## src/ulb_defs.svh

```systemverilog
/*
 * Register offsets, field positions, reset values and counts of the
 * serial receive error and line break unit.
 * Assumes byte addresses on a 32-bit Avalon-MM bus, one register a word.
 */
`ifndef ULB_DEFS_SVH
`define ULB_DEFS_SVH

// Register byte offsets
`define ULB_OFS_MODE     5'h00
`define ULB_OFS_LIN      5'h04
`define ULB_OFS_ERR      5'h08
`define ULB_OFS_RXB      5'h0C
`define ULB_OFS_TXB      5'h10
`define ULB_OFS_TXSTAT   5'h14
`define ULB_OFS_BRG_TX   5'h18
`define ULB_OFS_BRG_RX   5'h1C

// Mode register fields
`define ULB_MODE_POWER   7
`define ULB_MODE_TXE     6
`define ULB_MODE_RXE     5
`define ULB_MODE_PAR_HI  4
`define ULB_MODE_PAR_LO  3
`define ULB_MODE_STOP2   1
`define ULB_MODE_MERGE   0
`define ULB_MODE_MASK    8'hFB

// Line control register fields
`define ULB_LIN_BRX_FLAG 7
`define ULB_LIN_BRX_EN   6
`define ULB_LIN_BTX_TRIG 5
`define ULB_LIN_LEN_HI   4
`define ULB_LIN_LEN_LO   2

// Error status fields
`define ULB_ERR_OVE      0
`define ULB_ERR_FE       1
`define ULB_ERR_PE       2

// Reset values
`define ULB_MODE_RST     8'h00
`define ULB_LIN_RST      8'h00
`define ULB_RXB_RST      8'hFF
`define ULB_BRG_RST      8'hFF

// Bit counts
`define ULB_DATA_BITS    4'h8
`define ULB_BTX_BASE     5'h0D
`define ULB_BRX_MIN      5'h0B

`endif

```

## src/ulb_pkg.sv

```systemverilog
/*
 * Types of the serial receive error and line break unit.
 * Assumes nothing beyond the defs header of the same unit.
 */
package ulb_pkg;

	typedef enum logic [1:0] {
		ULB_PAR_NONE,
		ULB_PAR_ZERO,
		ULB_PAR_ODD,
		ULB_PAR_EVEN
	} ulb_par_type;

	typedef enum logic [1:0] {RX_IDLE, RX_START, RX_DATA} ulb_rx_st_type;
	typedef enum logic [1:0] {TX_IDLE, TX_FRAME, TX_BREAK} ulb_tx_st_type;

	typedef struct packed {
		logic          ack;
		logic [31:0]   rdata;
		logic [7:0]    mode;
		logic [7:0]    lin;
		logic [2:0]    errs;
		logic [7:0]    rx_buf;
		logic          rx_full;
		logic          rxb_new;
		logic [7:0]    brg_tx;
		logic [7:0]    brg_rx;
		logic          sync1;
		logic          sync2;
		logic          prev;
		logic          filt;
		logic          filt_d;
		ulb_rx_st_type rx_st;
		logic [8:0]    rx_cnt;
		logic [3:0]    rx_idx;
		logic [7:0]    rx_shift;
		logic          rx_par;
		logic [4:0]    brk_len;
		ulb_tx_st_type tx_st;
		logic [8:0]    tx_cnt;
		logic [4:0]    tx_idx;
		logic [11:0]   tx_frame;
		logic          txd;
		logic          irq_rc;
		logic          irq_re;
		logic          irq_tc;
	} ulb_state_type;

endpackage : ulb_pkg

```

## src/ulb_core.sv

```systemverilog
/*
 * Serial unit with receive error detection, error status clear on read,
 * input noise filter and line break field send and receive.
 * Assumes a 100 MHz sys_clk used as base clock and an Avalon-MM master.
 */
`timescale 1ns/1ps
`default_nettype none
`include "ulb_defs.svh"

module ulb_core
	import ulb_pkg::*;
(
	// Clock and reset
	input  wire logic        sys_clk,
	input  wire logic        resetn,
	// Avalon-MM slave
	input  wire logic [4:0]  avs_address,
	input  wire logic        avs_read,
	input  wire logic        avs_write,
	input  wire logic [31:0] avs_writedata,
	input  wire logic [3:0]  avs_byteenable,
	output logic      [31:0] avs_readdata,
	output logic             avs_waitrequest,
	// Serial pins
	input  wire logic        serial_in_pin,
	output logic             serial_out_pin,
	// Interrupt requests
	output logic             rx_complete_irq,
	output logic             rx_error_irq,
	output logic             tx_complete_irq
);

	ulb_state_type s_reg;
	ulb_state_type s_next;

	// Expected parity bit for a data byte
	function automatic logic par_bit(input logic [1:0] pm,
			input logic [7:0] d);
		logic r;
		r = 1'b0;
		if (pm == ULB_PAR_ODD) begin
			r = ~^d;
		end else if (pm == ULB_PAR_EVEN) begin
			r = ^d;
		end
		return r;
	endfunction : par_bit

	logic        req;
	logic        taken;
	logic        wr_ok;
	logic        tx_on;
	logic        rx_on;
	logic [1:0]  pmode;
	logic        has_par;
	logic [8:0]  rx_bit;
	logic [8:0]  tx_bit;
	logic        pe;
	logic        fe;
	logic        ove;
	logic        err;
	logic [3:0]  frame_end;
	logic [11:0] frm;

	assign avs_waitrequest = req & ~s_reg.ack;
	assign avs_readdata    = s_reg.rdata;
	assign serial_out_pin  = s_reg.txd;
	assign rx_complete_irq = s_reg.irq_rc;
	assign rx_error_irq    = s_reg.irq_re;
	assign tx_complete_irq = s_reg.irq_tc;

	always_comb begin
		s_next = s_reg;
		s_next.irq_rc = 1'b0;
		s_next.irq_re = 1'b0;
		s_next.irq_tc = 1'b0;
		req   = avs_read | avs_write;
		taken = req & s_reg.ack;
		wr_ok = taken & avs_write & avs_byteenable[0];
		tx_on = s_reg.mode[`ULB_MODE_POWER] & s_reg.mode[`ULB_MODE_TXE];
		rx_on = s_reg.mode[`ULB_MODE_POWER] & s_reg.mode[`ULB_MODE_RXE];
		pmode = s_reg.mode[`ULB_MODE_PAR_HI:`ULB_MODE_PAR_LO];
		has_par = (pmode != ULB_PAR_NONE);
		rx_bit = {s_reg.brg_rx, 1'b0} - 9'h001;
		tx_bit = {s_reg.brg_tx, 1'b0} - 9'h001;
		pe = 1'b0;
		fe = 1'b0;
		ove = 1'b0;
		err = 1'b0;
		frame_end = `ULB_DATA_BITS + {3'h0, has_par};
		frm = 12'hFFF;

		// Bus handshake: one wait state, data captured on first cycle
		s_next.ack = req & ~s_reg.ack;
		if (avs_read & ~s_reg.ack) begin
			unique case (avs_address)
				`ULB_OFS_MODE:   s_next.rdata = {24'h00_0000, s_reg.mode};
				`ULB_OFS_LIN:    s_next.rdata = {24'h00_0000, s_reg.lin};
				`ULB_OFS_ERR:    s_next.rdata = {29'h0000_0000, s_reg.errs};
				`ULB_OFS_RXB:    s_next.rdata = {24'h00_0000, s_reg.rx_buf};
				`ULB_OFS_TXSTAT: s_next.rdata = {31'h0000_0000,
						s_reg.tx_st != TX_IDLE};
				`ULB_OFS_BRG_TX: s_next.rdata = {24'h00_0000, s_reg.brg_tx};
				`ULB_OFS_BRG_RX: s_next.rdata = {24'h00_0000, s_reg.brg_rx};
				default:         s_next.rdata = 32'h0000_0000;
			endcase
			if (avs_address == `ULB_OFS_RXB) begin
				s_next.rxb_new = 1'b0;
			end
		end

		// Noise filter behind a two-stage synchroniser
		s_next.sync1  = serial_in_pin;
		s_next.sync2  = s_reg.sync1;
		s_next.prev   = s_reg.sync2;
		if (s_reg.sync2 == s_reg.prev) begin
			s_next.filt = s_reg.sync2;
		end
		s_next.filt_d = s_reg.filt;

		// Transmitter
		unique case (s_reg.tx_st)
			TX_IDLE: begin
				s_next.txd = 1'b1;
				if (s_reg.lin[`ULB_LIN_BTX_TRIG]) begin
					s_next.tx_st  = TX_BREAK;
					s_next.txd    = 1'b0;
					s_next.tx_cnt = tx_bit;
					s_next.tx_idx = `ULB_BTX_BASE - 5'h01 + {2'h0,
						s_reg.lin[`ULB_LIN_LEN_HI:`ULB_LIN_LEN_LO]};
				end
			end
			TX_FRAME: begin
				if (s_reg.tx_cnt != 9'h000) begin
					s_next.tx_cnt = s_reg.tx_cnt - 9'h001;
				end else if (s_reg.tx_idx == 5'h00) begin
					s_next.tx_st  = TX_IDLE;
					s_next.txd    = 1'b1;
					s_next.irq_tc = 1'b1;
				end else begin
					s_next.tx_idx   = s_reg.tx_idx - 5'h01;
					s_next.tx_frame = s_reg.tx_frame >> 1;
					s_next.txd      = s_reg.tx_frame[1];
					s_next.tx_cnt   = tx_bit;
				end
			end
			TX_BREAK: begin
				if (s_reg.tx_cnt != 9'h000) begin
					s_next.tx_cnt = s_reg.tx_cnt - 9'h001;
				end else if (s_reg.tx_idx == 5'h00) begin
					s_next.tx_st  = TX_IDLE;
					s_next.txd    = 1'b1;
					s_next.irq_tc = 1'b1;
					s_next.lin[`ULB_LIN_BTX_TRIG] = 1'b0;
				end else begin
					s_next.tx_idx = s_reg.tx_idx - 5'h01;
					s_next.tx_cnt = tx_bit;
				end
			end
			default: begin
				s_next.tx_st = TX_IDLE;
			end
		endcase
		if (!tx_on) begin
			s_next.tx_st = TX_IDLE;
			s_next.txd   = 1'b1;
			s_next.lin[`ULB_LIN_BTX_TRIG] = 1'b0;
		end

		// Register writes
		if (wr_ok) begin
			unique case (avs_address)
				`ULB_OFS_MODE: begin
					s_next.mode = avs_writedata[7:0] & `ULB_MODE_MASK;
				end
				`ULB_OFS_LIN: begin
					s_next.lin[`ULB_LIN_LEN_HI:`ULB_LIN_LEN_LO] =
						avs_writedata[`ULB_LIN_LEN_HI:`ULB_LIN_LEN_LO];
					s_next.lin[`ULB_LIN_BRX_EN] =
						avs_writedata[`ULB_LIN_BRX_EN] & rx_on;
					s_next.lin[`ULB_LIN_BRX_FLAG] =
						avs_writedata[`ULB_LIN_BRX_EN] & rx_on;
					if (avs_writedata[`ULB_LIN_BTX_TRIG] & tx_on) begin
						s_next.lin[`ULB_LIN_BTX_TRIG] = 1'b1;
					end
				end
				`ULB_OFS_TXB: begin
					if (tx_on && s_reg.tx_st == TX_IDLE &&
							!s_reg.lin[`ULB_LIN_BTX_TRIG]) begin
						frm[8:0] = {avs_writedata[7:0], 1'b0};
						if (has_par) begin
							frm[9] = par_bit(pmode, avs_writedata[7:0]);
						end
						s_next.tx_frame = frm;
						s_next.tx_st    = TX_FRAME;
						s_next.txd      = 1'b0;
						s_next.tx_cnt   = tx_bit;
						s_next.tx_idx   = 5'h09 + {4'h0, has_par} +
							{4'h0, s_reg.mode[`ULB_MODE_STOP2]};
					end
				end
				`ULB_OFS_BRG_TX: s_next.brg_tx = avs_writedata[7:0];
				`ULB_OFS_BRG_RX: s_next.brg_rx = avs_writedata[7:0];
				default: begin
				end
			endcase
		end

		// Read side effects: only bits already reported are cleared
		if (taken && avs_read && avs_address == `ULB_OFS_ERR) begin
			s_next.errs = s_reg.errs & ~s_reg.rdata[2:0];
		end
		if (taken && avs_read && avs_address == `ULB_OFS_RXB &&
				!s_reg.rxb_new) begin
			s_next.rx_full = 1'b0;
		end

		// Receiver, runs on the filtered line
		unique case (s_reg.rx_st)
			RX_IDLE: begin
				if (s_reg.filt_d && !s_reg.filt) begin
					s_next.rx_st  = RX_START;
					s_next.rx_cnt = {1'b0, s_reg.brg_rx} - 9'h001;
				end
			end
			RX_START: begin
				if (s_reg.rx_cnt != 9'h000) begin
					s_next.rx_cnt = s_reg.rx_cnt - 9'h001;
				end else if (!s_reg.filt) begin
					s_next.rx_st   = RX_DATA;
					s_next.rx_idx  = 4'h0;
					s_next.rx_cnt  = rx_bit;
					s_next.brk_len = 5'h01;
				end else begin
					s_next.rx_st = RX_IDLE;
				end
			end
			RX_DATA: begin
				if (s_reg.rx_cnt != 9'h000) begin
					s_next.rx_cnt = s_reg.rx_cnt - 9'h001;
				end else if (s_reg.lin[`ULB_LIN_BRX_EN]) begin
					s_next.rx_cnt = rx_bit;
					if (!s_reg.filt) begin
						if (s_reg.brk_len != 5'h1F) begin
							s_next.brk_len = s_reg.brk_len + 5'h01;
						end
					end else begin
						s_next.rx_st = RX_IDLE;
						if (s_reg.brk_len >= `ULB_BRX_MIN) begin
							s_next.irq_rc = 1'b1;
							s_next.lin[`ULB_LIN_BRX_EN]   = 1'b0;
							s_next.lin[`ULB_LIN_BRX_FLAG] = 1'b0;
						end
						// Short break keeps both bits and stays armed
						// No error flag and no buffer write here
					end
				end else begin
					s_next.rx_cnt = rx_bit;
					s_next.rx_idx = s_reg.rx_idx + 4'h1;
					if (s_reg.rx_idx < `ULB_DATA_BITS) begin
						s_next.rx_shift = {s_reg.filt, s_reg.rx_shift[7:1]};
					end else if (s_reg.rx_idx < frame_end) begin
						s_next.rx_par = s_reg.filt;
					end else begin
						s_next.rx_st = RX_IDLE;
						pe  = (pmode == ULB_PAR_ODD || pmode == ULB_PAR_EVEN)
							&& s_reg.rx_par != par_bit(pmode,
								s_reg.rx_shift);
						fe  = ~s_reg.filt;
						ove = s_reg.rx_full;
						err = pe | fe | ove;
						s_next.errs[`ULB_ERR_PE]  = s_next.errs[`ULB_ERR_PE] | pe;
						s_next.errs[`ULB_ERR_FE]  = s_next.errs[`ULB_ERR_FE] | fe;
						s_next.errs[`ULB_ERR_OVE] =
							s_next.errs[`ULB_ERR_OVE] | ove;
						if (!ove) begin
							s_next.rx_buf  = s_reg.rx_shift;
							s_next.rx_full = 1'b1;
							s_next.rxb_new = 1'b1;
						end
						s_next.irq_rc = ~err | s_reg.mode[`ULB_MODE_MERGE];
						s_next.irq_re = err & ~s_reg.mode[`ULB_MODE_MERGE];
					end
				end
			end
			default: begin
				s_next.rx_st = RX_IDLE;
			end
		endcase
		if (!rx_on) begin
			s_next.rx_st = RX_IDLE;
			s_next.lin[`ULB_LIN_BRX_EN]   = 1'b0;
			s_next.lin[`ULB_LIN_BRX_FLAG] = 1'b0;
		end
	end

	always_ff @(posedge sys_clk or negedge resetn) begin
		if (!resetn) begin
			s_reg          <= '0;
			s_reg.mode     <= `ULB_MODE_RST;
			s_reg.lin      <= `ULB_LIN_RST;
			s_reg.rx_buf   <= `ULB_RXB_RST;
			s_reg.brg_tx   <= `ULB_BRG_RST;
			s_reg.brg_rx   <= `ULB_BRG_RST;
			s_reg.sync1    <= 1'b1;
			s_reg.sync2    <= 1'b1;
			s_reg.prev     <= 1'b1;
			s_reg.filt     <= 1'b1;
			s_reg.filt_d   <= 1'b1;
			s_reg.tx_frame <= 12'hFFF;
			s_reg.txd      <= 1'b1;
			s_reg.rx_st    <= RX_IDLE;
			s_reg.tx_st    <= TX_IDLE;
		end else begin
			s_reg <= s_next;
		end
	end

endmodule : ulb_core
`default_nettype wire

```

## config.mk

```make
export PLATFORM = sky130hd
export DESIGN_NAME = ulb_core
export DESIGN_NICKNAME = d
export VERILOG_FILES = /design/src/ulb_pkg.sv /design/src/ulb_core.sv
export VERILOG_INCLUDE_DIRS = /design/src /design/src/src
export SDC_FILE = /design/constraint.sdc
export NUM_CORES = 1
export LEC_CHECK = 0
export BUFFER_PORTS_ARGS = -buffer_cell sky130_fd_sc_hd__buf_4
export CAP_MARGIN = 20
export CORE_MARGIN = 4
export CORE_UTILIZATION = 45
export CTS_BUF_LIST = sky130_fd_sc_hd__clkbuf_4
export DETAILED_ROUTE_END_ITERATION = 16
export HOLD_SLACK_MARGIN = 0.02
export SLEW_MARGIN = 40
export SYNTH_ARGS = -nofsm -noshare
export SYNTH_HDL_FRONTEND = slang
export SYNTH_SLANG_ARGS = --single-unit
export TNS_END_PERCENT = 100
```

## constraint.sdc

```tcl
create_clock -name sys_clk -period 3.49 [get_ports sys_clk]
set_input_delay 0.349 -clock sys_clk [delete_from_list [all_inputs] [get_ports sys_clk]]
set_output_delay 0.349 -clock sys_clk [all_outputs]
set_load 0.02 [all_outputs]
```

# [After elaboration in Yosys (flattened, before gate mapping)]
# Index checks and enable logic that the tools add are counted.
[op_classes] muxes=94 n_bitwise=28 n_lt_le_gt_ge=3 add_sub_neg=12 eq_ne=31 n_reduce_logical=38
[ops] operator="13-bit two-way mux" count=7
[ops] operator="29-bit two-way mux" count=3
[ops] operator="8-bit one-hot mux with 7 select lines" count=1
[ops] operator="14-bit one-hot mux with 3 select lines" count=1
[ops] operator="2-bit two-way mux" count=20
[ops] operator="18-bit two-way mux" count=2
[ops] operator="9-bit two-way mux" count=4
[ops] operator="9-bit by 1-bit subtractor with 9-bit output, second input constant" count=4
[ops] operator="1-bit two-way mux" count=32
[ops] operator="5-bit two-way mux" count=6
[ops] operator="9-bit one-hot mux with 3 select lines" count=1
[ops] operator="26-bit two-way mux" count=1
[ops] operator="11-bit two-way mux" count=2
[ops] operator="5-bit equality test, second input constant" count=4
[ops] operator="9-bit nonzero test" count=2
[ops] operator="16-bit two-way mux" count=1
[ops] operator="2-bit != test, second input constant" count=8
[ops] operator="8-bit XNOR reduction" count=2
[ops] operator="8-bit XOR reduction" count=2
[ops] operator="14-bit two-way mux" count=1
[ops] operator="12-bit two-way mux" count=1
[ops] operator="6-bit two-way mux" count=2
[ops] operator="3-bit != test, second input constant" count=4
[ops] operator="4-bit != test, second input constant" count=3
[ops] operator="46 further kinds" count=92
[totals] input_bits=46 wordCells=236 register_bits=141 out_inout_bits=37

# [Logic depth before layout (Yosys ltp)]
[depth] ltp_word=19 ltp_mapped=9 mapped_depth_nobuf=7

# [Worst setup path before layout]
# Ideal clock, no wire load.
[synth_timing] kind="reg-to-reg" start="register s_reg[21] in the netlist's numbering" end="register s_reg[30] in the netlist's numbering" n_path_buf=1 path_stages_with_launch=9 setup_slack_ns=1.460 setup_ns=0.120 arrival_ns=1.910 path_cell_list="dfrtp_1 inv_1 ha_1 or4b_1 clkbuf_1 or3_4 nand2_1 nand2_1 a31o_1"
[synth_rtl] item="start: declaration" line="ulb_core.sv:33" source="ulb_state_type s_reg;"
[synth_rtl] item="start signal: assignment" line="ulb_core.sv:315" source="s_reg <= s_next;"

# [Worst setup path after layout]
[layout_timing] start="register s_reg[50] in the netlist's numbering" end="register s_reg[58] in the netlist's numbering"
[layout_via] elab_chain_len=3 elab_cells_between_ends=7 classes_between="1 x add/sub; 1 x eq/ne; 3 x mux; 2 x reduce/logical"
[layout_lines] item="9-bit by 1-bit subtractor with 9-bit output / 9-bit nonzero test (equally long branches)"
[layout_lines] item="9-bit two-way mux, or another cell as far along" line="ulb_core.sv:239" source="if (s_reg.rx_cnt != 9'h000) begin"
[layout_lines] item="9-bit one-hot mux with 3 select lines / 3-bit AND reduction (equally long branches)"
# Parallel ways exist; a longest one is shown, timed or not.
# A chain may end at the register's enable or synchronous reset.

==> impl_metrics.tcl <==
set metrics [dict create \
    outcome "finished, final reports clean" \
    drc 0 \
    hold_class "in -> reg" \
    leakagePower_uw 0.00311 \
    detail_route.wirelength_mm 16.0 \
    ctsRootBufferMaster "sky130_fd_sc_hd__clkbuf_4" \
    n_fill_cell 1350 \
    ff_latch_area_sq_mm 0.00295 \
    first_global_vias 5055 \
    coreArea_sq_mm 0.0146 \
    setup_violations 0 \
    top_routing_layer_in_use "met4" \
    holdWs_ns 0.102 \
    leading_cell_type_in_the_layout_fill_and_taps_excluded "sky130_fd_sc_hd__dfrtp_1" \
    grt.total_usage_pct 19.7 \
    grt_antenna_before_repair 1 \
    dr.pass1.iters 5 \
    placed_cells 845 \
    max_reg_flops 99 \
    chipHeight_um 131 \
    seq_area_frac_synth_pct 43.5 \
    number_of_nets_with_antenna_violations_after_detailed_routing 0 \
    final_cells 880 \
    row_count 44 \
    multi_input_gate_area_sq_mm 0.00347 \
    layout.nets 746 \
    layout_common_cells "sky130_fd_sc_hd__dfrtp_1 (75), sky130_fd_sc_hd__nand2_1 (51), sky130_fd_sc_hd__nor2_1 (42)" \
    post_cts.resized_instances 0 \
    drt-met1-wl_mm 7.30 \
    synth-edff-count 0 \
    areaGrowthSynthToFinish_pct 7.71 \
    fin_total_pwr_uw 2860 \
    syn_area_per_cell_sq_um 10.2 \
    maximum_capacitance_violations 0 \
    cts_num_sinks 116 \
    synth_top_flop_cell "sky130_fd_sc_hd__dfrtp_1" \
    ff_latch_count_synth 116 \
    critPathCaptureType "flip-flop" \
    synth-warning-count 0 \
    clock-skew-final_ns 0.0218 \
    start_kind "flip-flop" \
    numCtsBuffers 17 \
    die_w_um 131 \
    clockBufferDepth 2 \
    drt-initial-drc-count 361 \
    slew_violations 0 \
    drt-wirelength-per-cell_um 18.2 \
    timing.reg2reg.setup_slack_ns 1.01 \
    finalWeightedCongestion 0.871 \
    final.min_clock_period_ns 2.48 \
    cp_max_fo 11 \
    route.met2.wl_mm 7.76 \
    num_io_pins 83 \
    yosysUniqueCellTypes 83 \
    min_period_over_period_pct 71.1 \
    clkLatencyLatePin_ns 0.53 \
    cp.required_ns 3.92 \
    fmax_mhz 403 \
    p_per_area_mw_per_mm2 391 \
    rsz0062_at_grt "false" \
    grt.overflow.total 0 \
    cts_tree "yes" \
    post_route_cells_drive_above_1_share_pct 23.7 \
    criticalPathCategory "reg -> reg" \
    clk_pin_slew_worst_paths_ns 0.10 \
    vdd_ir_drop_max_v 0.000266 \
    dieArea_sq_mm 0.0171 \
    io_buffer_count 31 \
    timing_hold_violations_final 0 \
    grt_max_degree 66 \
    synthesis.area_sq_mm 0.00680 \
    finalSetupTns_ns 0 \
    cp.arrival_ns 2.92 \
    slew_headroom_pct 49.9 \
    postSynthCellCount 663 \
    route.met3.wl_um 664 \
    initial_core_util_pct 46.4 \
    worst_slew_pin_slew_ns 0.747 \
    place.detailed.hpwl_mm 11.7 \
    avgViaCountPerCell 5.81 \
    dr_total_vias 5114 \
    grt_pass1_wl_mm 26.5 \
    async_reset_ff_share_pct 100 \
    cts.htree.levels 4 \
]
-- repair_timing --
item / CTS / global route
endpoints found under the hold margin: 42 / 0
buffers inserted: 0 / 0
hold buffers: 2 / 0
-- synth_stat cells (6+ instances only) --
master | n | area, sq um
sky130_fd_sc_hd__a21oi_1 | 29 | 145
sky130_fd_sc_hd__a22o_1 | 9 | 78.8
sky130_fd_sc_hd__a22oi_1 | 8 | 60.1
sky130_fd_sc_hd__a31oi_1 | 8 | 50.1
sky130_fd_sc_hd__buf_2 | 8 | 40.0
sky130_fd_sc_hd__buf_4 | 33 | 248
sky130_fd_sc_hd__clkbuf_1 | 13 | 48.8
sky130_fd_sc_hd__dfrtp_1 | 75 | 1880
sky130_fd_sc_hd__dfstp_2 | 41 | 1080
sky130_fd_sc_hd__ha_1 | 18 | 225
sky130_fd_sc_hd__inv_1 | 24 | 90.1
sky130_fd_sc_hd__mux2_1 | 7 | 78.8
sky130_fd_sc_hd__mux2_2 | 36 | 405
sky130_fd_sc_hd__mux2i_1 | 15 | 150
sky130_fd_sc_hd__nand2_1 | 51 | 191
sky130_fd_sc_hd__nand2b_1 | 9 | 56.3
sky130_fd_sc_hd__nand3_1 | 14 | 70.1
sky130_fd_sc_hd__nor2_1 | 42 | 158
sky130_fd_sc_hd__nor2b_1 | 6 | 37.5
sky130_fd_sc_hd__nor3_1 | 18 | 90.1
sky130_fd_sc_hd__nor4_1 | 7 | 43.8
sky130_fd_sc_hd__o21ai_0 | 32 | 160
sky130_fd_sc_hd__o22ai_1 | 9 | 56.3
sky130_fd_sc_hd__xnor2_1 | 22 | 193
sky130_fd_sc_hd__xor2_1 | 7 | 61.3
-- kinds of logic after synthesis --
| family | count (synthesis) | synth area share, % |
|---|---|---|
| other | 1 | 0.0552 |
| adder cells (fa/ha/maj) | 19 | 3.46 |
| buffers and inverters | 84 | 7.05 |
| flip-flops | 116 | 43.5 |
| XOR/XNOR | 30 | 4.07 |
| multiplexers | 58 | 9.34 |
| AND/OR/NAND/NOR | 199 | 16.4 |
| AO/OA/AOI/OAI | 156 | 16.1 |
-- final timing paths --
check | startpoint | endpoint | cells past startpoint
worst max-delay path | s_reg[50]$_DFFE_PN0P_ | s_reg[58]$_DFFE_PN0P_ | 6
worst min register to register | s_next[64]$_DFF_PN1_ | s_next[63]$_DFF_PN1_ | 0
worst max register to register | s_reg[50]$_DFFE_PN0P_ | s_reg[58]$_DFFE_PN0P_ | 6
worst min-delay path | avs_writedata[2] | s_reg[76]$_DFFE_PN1P_ | 2
max in group asynchronous | resetn | s_reg[61]$_DFF_PN1_ | 3
min in group asynchronous | resetn | s_reg[21]$_DFF_PN0_ | 2
-- critical path, cell delays in order (launching register included) --
cell	delay (ns)
sky130_fd_sc_hd__dfrtp_1	0.45
sky130_fd_sc_hd__inv_1	0.10
sky130_fd_sc_hd__ha_1	0.32
sky130_fd_sc_hd__nand4b_1	0.48
sky130_fd_sc_hd__o21bai_1	0.70
sky130_fd_sc_hd__o21ai_0	0.23
sky130_fd_sc_hd__o21ai_1	0.12
-- power by group --
part | internal, uW | leakage, uW | switching (uW)
registers | 1420 | 0.00138 | 88.5
logic | 155 | 0.00159 | 228
clock network | 437 | 0.000139 | 537
-- per-stage QoR --
stage	setup WS, ns	util [%]	area (sq um)
final	1.01	50.0	7320
after global routing	0.783	50.0	7320
after CTS	1.01	49.8	7290
after detailed placement	0.973	47.8	7000
after global placement	0.999	47.8	7000
after floorplan	1.46	-	6880
-- routing by layer --
metal,track usage [%],up-vias
met1,26.8,2549
li1,-,2423
met3,4.63,26
met5,0,-
met2,31.3,116
met4,5.87,0
-- cell type report --
| class | count | area share, % |
|---|---|---|
| diodes | 1 | 0.0342 |
| clock inverters | 13 | 1.83 |
| repair buffers | 37 | 4.09 |
| inverters | 24 | 1.23 |
| clock buffers | 19 | 1.95 |
| multi-input cells | 486 | 47.4 |
| flip-flops and latches | 116 | 40.4 |
| well taps | 184 | 3.15 |
Note: power is estimated with default switching activity, not from simulation.
